<file path="config.mk">
export PLATFORM = sky130hd
export DESIGN_NAME = flex_io_pin_config
export DESIGN_NICKNAME = d
export VERILOG_FILES = /design/src/logic/flex_io_pkg.sv /design/src/logic/flex_io_sync.sv /design/src/logic/flex_io_pin_config.sv
export SDC_FILE = /design/constraint.sdc
export NUM_CORES = 1
export LEC_CHECK = 0
export BUFFER_PORTS_ARGS = -buffer_cell sky130_fd_sc_hd__buf_2
export CELL_PAD_IN_SITES_DETAIL_PLACEMENT = 0
export CELL_PAD_IN_SITES_GLOBAL_PLACEMENT = 2
export CORE_UTILIZATION = 29
export DETAILED_ROUTE_END_ITERATION = 16
export PLACE_DENSITY_LB_ADDON = 0.1
export SKIP_LAST_GASP = 1
export SYNTH_ARGS = -nofsm -noshare
export SYNTH_HDL_FRONTEND = slang
export SYNTH_SLANG_ARGS = --single-unit
</file>
<file path="constraint.sdc">
create_clock -name clk -period 3.6 [get_ports clk]
set_clock_uncertainty 0.05 [all_clocks]
set_input_delay 0.54 -clock clk [delete_from_list [all_inputs] [get_ports clk]]
set_output_delay 0.54 -clock clk [all_outputs]
set_load 0.02 [all_outputs]
</file>
<file path="src/logic/flex_io_pkg.sv">
// Shared constants, register map and carrier types for the flexible pin block.
// Assumes a 32-bit Avalon-MM register bus with byte addressing and four pins.

package flex_io_pkg;

	// ----------------------------------------------------------------------
	// Sizes
	// ----------------------------------------------------------------------
	localparam int PIN_COUNT = 4;
	localparam int MASK_WIDTH = 16;
	localparam int DATA_WIDTH = 32;
	localparam int ADDR_WIDTH = 5;
	localparam int LANE_WIDTH = 8;

	// ----------------------------------------------------------------------
	// Register byte offsets
	// ----------------------------------------------------------------------
	localparam logic [4:0] OFS_DIRECTION = 5'h00;
	localparam logic [4:0] OFS_PULL_SELECT = 5'h04;
	localparam logic [4:0] OFS_ALT_FUNCTION = 5'h08;
	localparam logic [4:0] OFS_CONTROL = 5'h0c;
	localparam logic [4:0] OFS_OUT_VALUE = 5'h10;
	localparam logic [4:0] OFS_STATUS = 5'h14;

	// ----------------------------------------------------------------------
	// Reset values and field positions
	// ----------------------------------------------------------------------
	localparam logic [3:0] MASK_RESET = 4'h0;
	localparam logic CONTROL_RESET = 1'b0;
	localparam int CTRL_CD_MODE_BIT = 0;
	localparam int STEP_CLOCK_PIN = 1;
	localparam int STEP_DIRECTION_PIN = 2;
	localparam logic [3:0] CD_PIN_MASK = 4'h6;
	localparam int STAT_LEVEL_LSB = 0;
	localparam int STAT_OUTPUT_LSB = 4;
	localparam int STAT_ALT_LSB = 8;
	localparam int STAT_CD_MODE_BIT = 12;
	localparam logic [31:0] READ_ZERO = 32'h0000_0000;

	// ----------------------------------------------------------------------
	// Carrier types
	// ----------------------------------------------------------------------
	typedef struct packed {
		logic [PIN_COUNT-1:0] alt;
		logic [PIN_COUNT-1:0] dir;
		logic [PIN_COUNT-1:0] pull;
	} pin_cfg_t;

	typedef struct packed {
		logic [PIN_COUNT-1:0] out;
		logic [PIN_COUNT-1:0] oe_n;
		logic [PIN_COUNT-1:0] pull_up;
		logic [PIN_COUNT-1:0] pull_down;
	} pin_drive_t;

	typedef enum logic [1:0] {
		BUS_IDLE = 2'b01,
		BUS_ANSWER = 2'b10
	} bus_state_t;

endpackage

</file>
<file path="src/logic/flex_io_sync.sv">
// Two-flop synchroniser for a group of asynchronous pin levels.
// Assumes the inputs are raw pad levels with no relation to clk.

module flex_io_sync #(
	parameter int WIDTH = 4
) (
	input wire logic clk, // System clock.
	input wire logic rst, // Synchronous reset, active high.
	input wire logic [WIDTH-1:0] async_in, // Raw pad levels.
	output logic [WIDTH-1:0] sync_out // Levels after two flops.
);

	// ----------------------------------------------------------------------
	// Per-bit two-stage chain
	// ----------------------------------------------------------------------
	initial begin
		if (WIDTH < 1) begin
			$error("flex_io_sync needs at least one bit");
		end
	end

	genvar i;
	generate
		for (i = 0; i < WIDTH; i++) begin : g_bit
			logic meta;
			logic settled;
			always_ff @(posedge clk) begin
				if (rst) begin
					meta <= 1'b0;
					settled <= 1'b0;
				end else begin
					meta <= async_in[i];
					settled <= meta;
				end
			end
			assign sync_out[i] = settled;
		end
	endgenerate

endmodule

</file>
<file path="src/logic/flex_io_pin_config.sv">
// Configuration and drive logic for four flexible digital pins with an Avalon-MM slave.
// Assumes pads resolve level from out/oe_n and apply the pull requests; one clock.

module flex_io_pin_config
	import flex_io_pkg::*;
#(
	parameter int PINS = flex_io_pkg::PIN_COUNT
) (
	input wire logic clk, // System clock, 100 MHz.
	input wire logic rst, // Synchronous reset, active high.
	input wire logic [flex_io_pkg::ADDR_WIDTH-1:0] address, // Avalon byte address.
	input wire logic read, // Avalon read request.
	input wire logic write, // Avalon write request.
	input wire logic [flex_io_pkg::DATA_WIDTH-1:0] writedata, // Avalon write data.
	input wire logic [3:0] byteenable, // Avalon byte enables.
	output logic [flex_io_pkg::DATA_WIDTH-1:0] readdata, // Avalon read data.
	output logic waitrequest, // Avalon wait request.
	input wire logic [flex_io_pkg::PIN_COUNT-1:0] pin_in, // Pad input levels.
	output flex_io_pkg::pin_drive_t pin_drive, // Pad drive and pull requests.
	input wire logic [flex_io_pkg::PIN_COUNT-1:0] alt_out_value, // Alternate-use output data.
	output logic [flex_io_pkg::PIN_COUNT-1:0] alt_in_value, // Levels of alternate-use input pins.
	output logic step_clock, // Step clock from pin two.
	output logic step_direction, // Direction from pin three.
	output logic cd_mode_active // Clock-direction mode is on.
);

	import flex_io_pkg::*;

	// ----------------------------------------------------------------------
	// Elaboration checks
	// ----------------------------------------------------------------------
	initial begin
		if (PINS != PIN_COUNT) begin
			$error("flex_io_pin_config serves exactly the package pin count");
		end
		if (PIN_COUNT > LANE_WIDTH || STEP_DIRECTION_PIN >= PIN_COUNT) begin
			$error("flex_io_pin_config pin layout does not fit the masks");
		end
	end

	// ----------------------------------------------------------------------
	// Pin input synchroniser
	// ----------------------------------------------------------------------
	logic [PIN_COUNT-1:0] pin_level;

	flex_io_sync #(
		.WIDTH(PIN_COUNT)
	) u_sync (
		.clk(clk),
		.rst(rst),
		.async_in(pin_in),
		.sync_out(pin_level)
	);

	// ----------------------------------------------------------------------
	// Bus handshake
	// ----------------------------------------------------------------------
	// Every request is answered one cycle after it is first seen: the state
	// moves to BUS_ANSWER, waitrequest drops for that single cycle and the
	// read data are already registered. The write commits on the edge that ends that cycle.
	bus_state_t state;
	bus_state_t next_state;
	wire request = read | write;
	wire answering = (state == BUS_ANSWER);
	wire commit_write = answering & write;

	always_comb begin
		case (state)
			BUS_IDLE: next_state = request ? BUS_ANSWER : BUS_IDLE;
			BUS_ANSWER: next_state = BUS_IDLE;
			default: next_state = BUS_IDLE;
		endcase
	end

	always_ff @(posedge clk) begin
		if (rst) begin
			state <= BUS_IDLE;
			waitrequest <= 1'b1;
		end else begin
			state <= next_state;
			waitrequest <= (next_state != BUS_ANSWER);
		end
	end

	// ----------------------------------------------------------------------
	// Address decode
	// ----------------------------------------------------------------------
	wire hit_direction = (address == OFS_DIRECTION);
	wire hit_pull = (address == OFS_PULL_SELECT);
	wire hit_alt = (address == OFS_ALT_FUNCTION);
	wire hit_control = (address == OFS_CONTROL);
	wire hit_out_value = (address == OFS_OUT_VALUE);
	wire hit_status = (address == OFS_STATUS);

	// Only the pins live in byte lane 0; bits 4 to 31 are not stored at all.
	wire lane0 = byteenable[0];
	wire [PIN_COUNT-1:0] wr_pins = writedata[PIN_COUNT-1:0];
	wire wr_cd_mode = writedata[CTRL_CD_MODE_BIT];

	// ----------------------------------------------------------------------
	// Software registers
	// ----------------------------------------------------------------------
	logic [PIN_COUNT-1:0] pin_direction_mask;
	logic [PIN_COUNT-1:0] pin_pull_select_mask;
	logic [PIN_COUNT-1:0] pin_alt_function_mask;
	logic [PIN_COUNT-1:0] pin_out_value;
	logic cd_mode_enable;

	always_ff @(posedge clk) begin
		if (rst) begin
			pin_direction_mask <= MASK_RESET;
			pin_pull_select_mask <= MASK_RESET;
			pin_alt_function_mask <= MASK_RESET;
			pin_out_value <= MASK_RESET;
			cd_mode_enable <= CONTROL_RESET;
		end else if (commit_write && lane0) begin
			if (hit_direction) begin
				pin_direction_mask <= wr_pins;
			end
			if (hit_pull) begin
				pin_pull_select_mask <= wr_pins;
			end
			if (hit_alt) begin
				pin_alt_function_mask <= wr_pins;
			end
			if (hit_out_value) begin
				pin_out_value <= wr_pins;
			end
			if (hit_control) begin
				cd_mode_enable <= wr_cd_mode;
			end
		end
	end

	// ----------------------------------------------------------------------
	// Effective configuration
	// ----------------------------------------------------------------------
	// Clock-direction mode takes over pins two and three whatever the masks
	// hold: both become alternate-use inputs. The masks keep their contents
	// so that leaving the mode restores the software setup.
	pin_cfg_t cfg;
	wire [PIN_COUNT-1:0] cd_force = cd_mode_enable ? CD_PIN_MASK : MASK_RESET;
	wire [PIN_COUNT-1:0] alt_active = pin_alt_function_mask | cd_force;
	// Pins two and three have input-only alternate uses, so their direction
	// bit is ignored while the alternate use is on.
	wire [PIN_COUNT-1:0] alt_input_only = alt_active & CD_PIN_MASK;

	assign cfg.alt = alt_active;
	assign cfg.dir = pin_direction_mask & ~alt_input_only;
	assign cfg.pull = pin_pull_select_mask;

	// ----------------------------------------------------------------------
	// Per-pin drive selection
	// ----------------------------------------------------------------------
	pin_drive_t next_drive;

	genvar i;
	generate
		for (i = 0; i < PIN_COUNT; i++) begin : g_pin
			wire is_output = cfg.dir[i];
			wire out_source = cfg.alt[i] ? alt_out_value[i] : pin_out_value[i];
			assign next_drive.out[i] = is_output & out_source;
			assign next_drive.oe_n[i] = ~is_output;
			assign next_drive.pull_up[i] = ~is_output & cfg.pull[i];
			assign next_drive.pull_down[i] = ~is_output & ~cfg.pull[i];
		end
	endgenerate

	// ----------------------------------------------------------------------
	// Alternate-use inputs
	// ----------------------------------------------------------------------
	wire [PIN_COUNT-1:0] next_alt_in = pin_level & cfg.alt & ~cfg.dir;
	wire next_step_clock = cfg.alt[STEP_CLOCK_PIN] & pin_level[STEP_CLOCK_PIN];
	wire next_step_dir = cfg.alt[STEP_DIRECTION_PIN] & pin_level[STEP_DIRECTION_PIN];

	always_ff @(posedge clk) begin
		if (rst) begin
			pin_drive <= '{out: MASK_RESET, oe_n: ~MASK_RESET, pull_up: MASK_RESET,
				pull_down: ~MASK_RESET};
			alt_in_value <= MASK_RESET;
			step_clock <= 1'b0;
			step_direction <= 1'b0;
			cd_mode_active <= 1'b0;
		end else begin
			pin_drive <= next_drive;
			alt_in_value <= next_alt_in;
			step_clock <= next_step_clock;
			step_direction <= next_step_dir;
			cd_mode_active <= cd_mode_enable;
		end
	end

	// ----------------------------------------------------------------------
	// Read-back
	// ----------------------------------------------------------------------
	// Mask registers return their pin bits with everything above as zero.
	// Unmapped addresses read as zero and ignore writes.
	logic [DATA_WIDTH-1:0] status_word;
	logic [DATA_WIDTH-1:0] read_word;

	always_comb begin
		status_word = READ_ZERO;
		status_word[STAT_LEVEL_LSB +: PIN_COUNT] = pin_level;
		status_word[STAT_OUTPUT_LSB +: PIN_COUNT] = cfg.dir;
		status_word[STAT_ALT_LSB +: PIN_COUNT] = cfg.alt;
		status_word[STAT_CD_MODE_BIT] = cd_mode_enable;
	end

	always_comb begin
		read_word = READ_ZERO;
		if (hit_direction) begin
			read_word[PIN_COUNT-1:0] = pin_direction_mask;
		end else if (hit_pull) begin
			read_word[PIN_COUNT-1:0] = pin_pull_select_mask;
		end else if (hit_alt) begin
			read_word[PIN_COUNT-1:0] = pin_alt_function_mask;
		end else if (hit_out_value) begin
			read_word[PIN_COUNT-1:0] = pin_out_value;
		end else if (hit_control) begin
			read_word[CTRL_CD_MODE_BIT] = cd_mode_enable;
		end else if (hit_status) begin
			read_word = status_word;
		end
	end

	wire capture_read = (state == BUS_IDLE) & read;

	always_ff @(posedge clk) begin
		if (rst) begin
			readdata <= READ_ZERO;
		end else if (capture_read) begin
			readdata <= read_word;
		end
	end

endmodule

</file>
==> results.json, run 1 <==
{
  "status": "finished, final reports clean",
  "maxCapViolations": 0,
  "critPathKind": "input pin to register",
  "critPathArrivalTime_ns": 1.92,
  "async_reset_ff_frac": 0,
  "synth.avg_cell_area_um2": 9.78,
  "antenna_found_initial": 0,
  "finalPower_mw": 1.48,
  "worstHoldEndpoint": "u_sync.g_bit[0].meta$_SDFF_PP0_",
  "die_height_um": 94.2,
  "diodes": 0,
  "seq_area_um2": 1260,
  "r2r-start": "state[0]$_SDFF_PP1_",
  "hp-class": "input pin to register",
  "path_delay_family": "simple AND/OR/NAND/NOR gates",
  "clockBufferDepth": 2,
  "hpwl_um": 4010,
  "syn_to_final_growth_pct": 20.8,
  "synth-edff-count": 0,
  "stdcell_area_um2": 2980,
  "rsz0062_at_grt": "no",
  "cts_tree": "built",
  "final_layout_size_suffix_gt1_frac": 0.250,
  "drc_errors": 0,
  "synth_top_area_frac": 0.512,
  "crit_path_start_kind": "input pin",
  "wl_met3_um": 328,
  "finalSetupViolCount": 0,
  "placed_cells": 401,
  "crit_path_end_kind": "register",
  "reg2reg_depth": 4,
  "reg2reg_to": "pin_pull_select_mask[0]$_SDFFE_PP0P_",
  "clk_pin_slew_ns": 0.07,
  "synth.largest_area_cell": "dfxtp_1",
  "finalCoreUtilization": 0.362,
  "grt_overflow": 0,
  "crit_chain": "buf_2 > nor3_1 > nand4b_1 > mux2i_1 > nor2_1",
  "ys_ff_latch": 63,
  "die-area_um2": 8870,
  "fin_setup_tns_ns": 0,
  "final_period_minus_worst_setup_slack_ns": 1.76,
  "cp_slowest_cell": "nand4b_1",
  "cts_root_buf": "clkbuf_8",
  "ctsResizeCount": 0,
  "io_pins": 109,
  "yosys-top-cells-area": "dfxtp_1, mux2i_1, buf_4",
  "vias": 1857,
  "p_per_area_nw_per_um2": 499,
  "dpl-instance-area_um2": 2750,
  "wl_met1_um": 2830,
  "met2_length_um": 2550,
  "cts_setup_buffers": 0,
  "grt.total_usage": 0.146,
  "path_buf_inv": 1,
  "tightestPinTransition_ns": 0.715,
  "crit_fanout": 15,
  "hold_depth": 2,
  "cts-buffers-inserted": 9,
  "wl_per_cell_um": 14.0,
  "grt_pass1_wl_um": 9430,
  "drtIter0Drc": 48,
  "seq_area_frac_synth": 0.512,
  "hold_path.startpoint": "pin_in[0]",
  "syn_area_um2": 2460,
  "io_buffers": 56,
  "grt_pass1_vias": 1758,
  "coreArea_um2": 8220,
  "ys_types": 42,
  "start_util": 0.300,
  "via_per_inst": 4.45,
  "hold_viol": 0,
  "ir_drop_uv": 160,
  "p_leak_nw": 1.36,
  "cts_hold_buffers": 0,
  "die_w_um": 94.2,
  "ff2ff_setup_slack_ns": 1.95,
  "place_congestion": 0.728,
  "final_max_slew_viol_count": 0,
  "clk_latency_ns": 0.35,
  "htree_levels": 3,
  "clock_sinks": 63,
  "fmax_ghz": 0.569,
  "grt_max_degree": 42,
  "layoutNonFillerInstCount": 417,
  "cp_slowest_stage_delay_ns": 0.47,
  "core.rowCount": 33,
  "wirelength_um": 5840,
  "final_nets": 360,
  "yosysWarnings": 0,
  "fillers": 899,
  "first_pass_iters": 4,
  "netlist_instances": 252,
  "drtAntennaViolNets": 0,
  "crit_required_ns": 3.77,
  "highest_layer": "met4",
  "multi_input_area_um2": 1050,
  "period_share": 0.488,
  "synth_ff_type": "dfxtp_1",
  "maxSlewHeadroom": 0.523
}
[power breakdown]
group | leakage (nW) | switching, mW | total [mW] | internal, mW
Clock | 0.116 | 0.278 | 0.683 | 0.406
Sequential | 0.510 | 0.00421 | 0.709 | 0.705
Combinational | 0.734 | 0.0642 | 0.0920 | 0.0277
Total | 1.36 | 0.346 | 1.48 | 1.14
[logic make-up (layout without fill, tap and decap cells)]
family          after synthesis  count (layout)  synth area share
buf+inv                      36              78            0.0889
xor+xnor                      1               1           0.00356
flops                        63              63             0.512
simple gates                 98              98             0.221
other cells                   1              19           0.00152
compound gates               33              33            0.0914
mux                          20              20            0.0813
[registers in the layout, indices dropped and copies added (netlist names)]
name / count
pin_alt_function_mask: 4
u_sync.g_bit.meta: 4
pin_drive: 16
alt_in_value: 4
pin_out_value: 4
readdata: 13
pin_direction_mask: 4
cd_mode_active: 1
cd_mode_enable: 1
u_sync.g_bit.settled: 4
step_direction: 1
step_clock: 1
state: 2
pin_pull_select_mask: 4
[worst max path at each step]
stage	start	end	slack, ns	cells past startpoint
final	address[3]	pin_pull_select_mask[0]$_SDFFE_PP0P_	1.84	5
after global routing	address[2]	pin_alt_function_mask[0]$_SDFFE_PP0P_	1.71	5
after CTS	address[3]	pin_pull_select_mask[0]$_SDFFE_PP0P_	1.86	5
after detailed placement	address[3]	pin_pull_select_mask[0]$_SDFFE_PP0P_	1.49	5
after global placement	address[3]	pin_pull_select_mask[0]$_SDFFE_PP0P_	1.49	5
after floorplan	address[1]	readdata[3]$_SDFFE_PP0P_	1.94	4
[cell usage in the layout, fill, tap and decap left out, types with 4 or more instances in the layout]
master,n
clkbuf_8,10
nand2b_1,8
a21oi_1,5
nand2_1,7
mux2i_1,20
nor3_1,5
conb_1,19
a22oi_1,9
dfxtp_1,63
nand3b_1,5
o21ai_0,6
buf_2,56
nor3b_1,8
o21bai_1,4
nor2b_1,10
inv_1,4
nor2_1,35
[synth_stat cells (2+ instances only)]
library cell,number
inv_1,4
a21oi_1,5
nor3b_1,8
clkbuf_1,10
o21bai_1,4
nand2b_1,8
nand3_1,2
mux2i_1,20
nand2_1,7
a22oi_1,9
nand4_1,3
and2_1,3
a31oi_1,2
dfxtp_1,63
buf_4,20
nand3b_1,5
nor2b_1,10
nor2_1,35
o21ai_0,6
nor4_1,2
nor3_1,5
[layout make-up]
cell class,instances,share of cell area
repair buffers,58,0.0992
clock inverters,6,0.0282
well taps,105,0.0442
multi-input cells,171,0.353
inverters,4,0.00505
flip-flops and latches,63,0.424
clock buffers,10,0.0463
[routing by layer]
layer	track usage	up-vias
li1	-	939
met5	0	-
met3	0.0526	12
met1	0.187	852
met2	0.214	54
met4	0.0731	0
[through the flow]
step                worst slack, ns  hold slack [ns]
floorplan                      1.94            0.364
global placement               1.49            0.367
CTS                            1.86            0.336
global route                   1.71            0.346
detailed placement             1.49            0.372
finish                         1.84            0.347
Note: power is estimated with default switching activity, not from simulation.
==> run 2, diff against run 1 <==
- ABC_AREA: unset -> 1
- CORE_UTILIZATION: 29 -> 23
- clock period: 3.6 -> 1.5 ns (I/O delays scaled with it)
==> results.json, run 2 <==
{
  "cp_common_cell": "inv_2",
  "synth.avg_cell_area_um2": 8.17,
  "crit_path_end_kind": "register",
  "final_nets": 428,
  "synth_most_common_cell": "dfxtp_1",
  "ys_types": 28,
  "final_period_minus_worst_setup_slack_ns": 1.37,
  "synth_top_area_frac": 0.509,
  "fillers": 1126,
  "crit_chain": "inv_1 > nor3_2 > buf_4 > inv_2 > nor2_1 > inv_2 > o21ai_1 > a21oi_1",
  "ctsResizeCount": 0,
  "path_delay_family": "buffers and inverters",
  "cts_root_buf": "clkbuf_8",
  "final_common_cell": "dfxtp_1",
  "crit_cells": 8,
  "io_pins": 109,
  "netlist_instances": 303,
  "io_buffers": 56,
  "hold_depth": 3,
  "layoutNonFillerInstCount": 516,
  "crit_path_start_kind": "register",
  "crit_required_ns": 1.68,
  "period_share": 0.911,
  "finalCoreUtilization": 0.306,
  "finalSetupViolCount": 0,
  "cts_hold_buffers": 0,
  "maxCapViolations": 0,
  "antenna_found_initial": 0,
  "reg_top3": "pin_drive: 16 flops, readdata: 13 flops",
  "grt_pass1_vias": 1955,
  "clk_latency_ns": 0.34,
  "wirelength_um": 6620,
  "vias": 2085,
  "seq_area_um2": 1260,
  "drtIter0Drc": 86,
  "ys_ff_latch": 63,
  "die_w_um": 106,
  "place_congestion": 0.753,
  "final_max_slew_viol_count": 0,
  "grt_pass1_wl_um": 10600,
  "hold_viol": 0,
  "critPathKind": "register to register",
  "htree_levels": 3,
  "core.rowCount": 37,
  "largest_reg_flops": 16,
  "diodes": 0,
  "via_per_inst": 4.04,
  "cts-buffers-inserted": 9,
  "p_leak_nw": 1.39,
  "syn_area_um2": 2480,
  "coreArea_um2": 10400,
  "final_layout_size_suffix_gt1_frac": 0.297,
  "fin_setup_tns_ns": 0,
  "die_height_um": 106,
  "first_pass_iters": 4,
  "cts_setup_buffers": 0,
  "clockBufferDepth": 2,
  "cp_slowest_cell": "dfxtp_1",
  "async_reset_ff_frac": 0,
  "grt_overflow": 0,
  "synth_common_cells": "dfxtp_1, nor2_1, nand2_1",
  "drtAntennaViolNets": 0,
  "multi_input_area_um2": 948,
  "clk_pin_slew_ns": 0.07,
  "synth.largest_area_cell": "dfxtp_1",
  "clock_sinks": 63,
  "ir_drop_uv": 382,
  "final_cell_mix": "dfxtp_1, buf_2, nor2_1",
  "seq_area_frac_synth": 0.509,
  "fmax_ghz": 0.732,
  "hp-class": "input pin to register",
  "die-area_um2": 11200,
  "cp_slowest_stage_delay_ns": 0.32,
  "reg2reg_depth": 8,
  "cts_tree": "built",
  "p_per_area_nw_per_um2": 1220,
  "hpwl_um": 4800,
  "syn_to_final_growth_pct": 28.2,
  "path_buf_inv": 4,
  "status": "finished, final reports clean",
  "drc_errors": 0,
  "grt_max_degree": 28,
  "rsz0062_at_grt": "no",
  "synth-edff-count": 0,
  "crit_fanout": 7,
  "yosys-top-cells-area": "dfxtp_1, buf_4, nor2_1",
  "start_util": 0.239,
  "regMostFlops": "pin_drive",
  "placed_cells": 500,
  "grt.total_usage": 0.128,
  "wl_per_cell_um": 12.8,
  "whs_ns": 0.0318,
  "yosysWarnings": 0,
  "critPathArrivalTime_ns": 1.54,
  "synth_ff_type": "dfxtp_1"
}
## run 2: layer usage
| layer | global-route usage | share of wire | routed length, µm |
|---|---|---|---|
| met1 | 0.171 | 0.50 | 3340 |
| met2 | 0.190 | 0.43 | 2850 |
| met3 | 0.0464 | 0.053 | 348 |
| met4 | 0.0446 | 0.012 | 80 |
| met5 | 0 | 0 | 0 |
## run 2: logic make-up (layout without fill, tap and decap cells)
family | count (synthesis) | after routing | share of synthesized area
AOI/OAI and AO/OA | 65 | 65 | 0.135
other | 1 | 19 | 0.00151
and+or+nand+nor | 107 | 107 | 0.217
buffers and inverters | 67 | 126 | 0.137
DFF | 63 | 63 | 0.509
## run 2: layout make-up
cell class                      instances  share of cell area
Multi-Input combinational cell        191               0.299
Timing Repair Buffer                   70               0.125
Sequential cell                        63               0.397
Clock buffer                           10              0.0433
Tap cell                              136              0.0536
Inverter                               40              0.0481
Clock inverter                          6              0.0339
## run 2: path summary, 6_finish.rpt
| path | slack, ns | from | to |
|---|---|---|---|
| setup / recovery | 0.13 | state[1]$_SDFF_PP0_ | pin_out_value[2]$_SDFFE_PP0P_ |
| hold / removal | 0.03 | pin_in[1] | u_sync.g_bit[1].meta$_SDFF_PP0_ |
| setup reg to reg | 0.13 | state[1]$_SDFF_PP0_ | pin_out_value[2]$_SDFFE_PP0P_ |
| hold reg to reg | 0.35 | u_sync.g_bit[2].meta$_SDFF_PP0_ | u_sync.g_bit[2].settled$_SDFF_PP0_ |
## run 2: report_power, final
| part | internal (mW) | total, mW | switching [mW] |
|---|---|---|---|
| logic | 0.101 | 0.324 | 0.222 |
| registers | 1.71 | 1.72 | 0.0156 |
| clock network | 1.14 | 1.81 | 0.670 |
| total | 2.95 | 3.86 | 0.908 |
## run 2: tightest hold or removal path, cell delays in order
cell	delay, ns
buf_2	0.07
inv_1	0.03
nor2_1	0.06
## run 2: metrics by stage
stage               setup slack, ns  area (µm²)  power (mW)
floorplan                     0.149        2540        2.00
global placement              0.109        2930        2.09
detailed placement           0.0643        2930        2.09
CTS                          0.0352        3170        3.93
global route                0.00593        3180        4.06
finish                        0.133        3180        3.86
==> run 3, diff against run 2 <==
- ABC_AREA: 1 -> unset
- CORE_UTILIZATION: 23 -> 24
==> results.json, run 3 (same netlist as run 1, synthesis figures left out) <==
{
  "final_common_cell": "dfxtp_1",
  "cts_tree": "built",
  "finalSetupViolCount": 0,
  "first_pass_iters": 4,
  "clk_latency_ns": 0.34,
  "htree_levels": 3,
  "drtAntennaViolNets": 0,
  "fin_setup_tns_ns": 0,
  "reg_top3": "pin_drive: 16 flops, readdata: 13 flops",
  "io_buffers": 56,
  "dpl_worst_slack_ns": -0.113,
  "cts-buffers-inserted": 9,
  "netSwitchingPower_mw": 0.825,
  "crit_path_start_kind": "register",
  "cts_root_buf": "clkbuf_8",
  "seqPwrFrac": 0.512,
  "io_pins": 109,
  "clock_sinks": 63,
  "setup_ws_ns": 0.0134,
  "p_clk_frac": 0.395,
  "final_cell_mix": "dfxtp_1, buf_2, buf_4",
  "place_congestion": 0.776,
  "path_buf_inv": 2,
  "die_w_um": 103,
  "final_layout_size_suffix_gt1_frac": 0.370,
  "ir_drop_uv": 377,
  "wl_per_cell_um": 13.2,
  "clk_pin_slew_ns": 0.07,
  "largest_reg_flops": 16,
  "crit_chain": "and4b_2 > buf_6 > nand4b_1 > buf_4 > mux2i_1 > nor2_1",
  "drtIter0Drc": 34,
  "grt_overflow": 0,
  "hp-class": "input pin to register",
  "dpl-instance-area_um2": 3120,
  "critPathArrivalTime_ns": 1.67,
  "crit_path_end_kind": "register",
  "final_nets": 405,
  "rsz0062_at_grt": "yes",
  "swShare": 0.248,
  "die-area_um2": 10700,
  "p_int_mw": 2.50,
  "wirelength_um": 6490,
  "maxCapViolations": 0,
  "diodes": 0,
  "die_height_um": 103,
  "syn_to_final_growth_pct": 37.3,
  "power_frac_comb": 0.093,
  "antenna_found_initial": 0,
  "cp_slowest_stage_delay_ns": 0.33,
  "critPathKind": "register to register",
  "drc_errors": 0,
  "whs_ns": 0.0391,
  "stdcell_area_um2": 3380,
  "via_per_inst": 4.13,
  "grt_pass1_vias": 1914,
  "p_per_area_nw_per_um2": 983,
  "cp_slowest_cell": "dfxtp_2",
  "path_delay_family": "simple AND/OR/NAND/NOR gates",
  "crit_required_ns": 1.68,
  "p_leak_nw": 1.56,
  "grt.total_usage": 0.134,
  "cts_hold_buffers": 0,
  "final_max_slew_viol_count": 0,
  "hold_viol": 0,
  "vias": 2026,
  "crit_fanout": 4,
  "coreArea_um2": 9860,
  "start_util": 0.250,
  "grt_pass1_wl_um": 10300,
  "period_share": 0.991,
  "clockBufferDepth": 2,
  "grt_max_degree": 22,
  "ff2ff_setup_slack_ns": 0.01,
  "fmax_ghz": 0.673,
  "regMostFlops": "pin_drive",
  "hpwl_um": 4940,
  "status": "finished, final reports clean",
  "final_period_minus_worst_setup_slack_ns": 1.49,
  "core.rowCount": 36
}
[run 3: final timing paths]
| kind | from | end | cells after the start |
|---|---|---|---|
| hold reg to reg | u_sync.g_bit[2].meta$_SDFF_PP0_ | u_sync.g_bit[2].settled$_SDFF_PP0_ | 1 |
| setup / recovery | state[0]$_SDFF_PP1_ | pin_pull_select_mask[2]$_SDFFE_PP0P_ | 6 |
| hold / removal | pin_in[1] | u_sync.g_bit[1].meta$_SDFF_PP0_ | 2 |
| setup reg to reg | state[0]$_SDFF_PP1_ | pin_pull_select_mask[2]$_SDFFE_PP0P_ | 6 |
[run 3: worst reg2reg max path, stage by stage (launching register included)]
cell      delay (ns)
dfxtp_2         0.33
and4b_2         0.32
buf_6           0.12
nand4b_1        0.16
buf_4           0.20
mux2i_1         0.16
nor2_1          0.05
[run 3: area by class of cell]
class                           count  area [µm²]
Clock inverter                      4        20.0
Fill cell                        1070        6480
Sequential cell                    63        1260
Inverter                            4        15.0
Clock buffer                       12         155
Tap cell                          133         166
Multi-Input combinational cell    171        1100
Timing Repair Buffer              103         666
[run 3: metrics by stage]
| stage | std cells | utilization | total power [mW] |
|---|---|---|---|
| floorplan | 270 | - | 1.93 |
| global placement | 470 | 0.316 | 2.03 |
| detailed placement | 470 | 0.316 | 2.03 |
| CTS | 488 | 0.338 | 3.39 |
| global route | 490 | 0.343 | 3.51 |
| finish | 490 | 0.343 | 3.33 |
[run 3: per-layer routing]
| layer | GRT usage | wire (µm) | vias up |
|---|---|---|---|
| li1 | - | - | 1028 |
| met1 | 0.188 | 3300 | 945 |
| met2 | 0.191 | 2820 | 44 |
| met3 | 0.0383 | 269 | 9 |
| met4 | 0.0585 | 98 | 0 |
| met5 | 0 | 0 | - |
[run 3: power groups by stage]
stage | clock [mW] | sequential [mW] | combinational [mW]
6_report | 1.31 | 1.70 | 0.309
5_1_grt | 1.46 | 1.70 | 0.338
4_1_cts | 1.39 | 1.70 | 0.299
3_5_place_dp | 0 | 1.74 | 0.292
3_3_place_gp | 0 | 1.74 | 0.291
2_1_floorplan | 0 | 1.74 | 0.186
[run 3: repair_timing]
item	in CTS	in global routing
gates cloned	0	0
endpoints found under the setup margin	15	21
buffers inserted	2	2
gates resized for setup	9	8
pin swaps	4	8
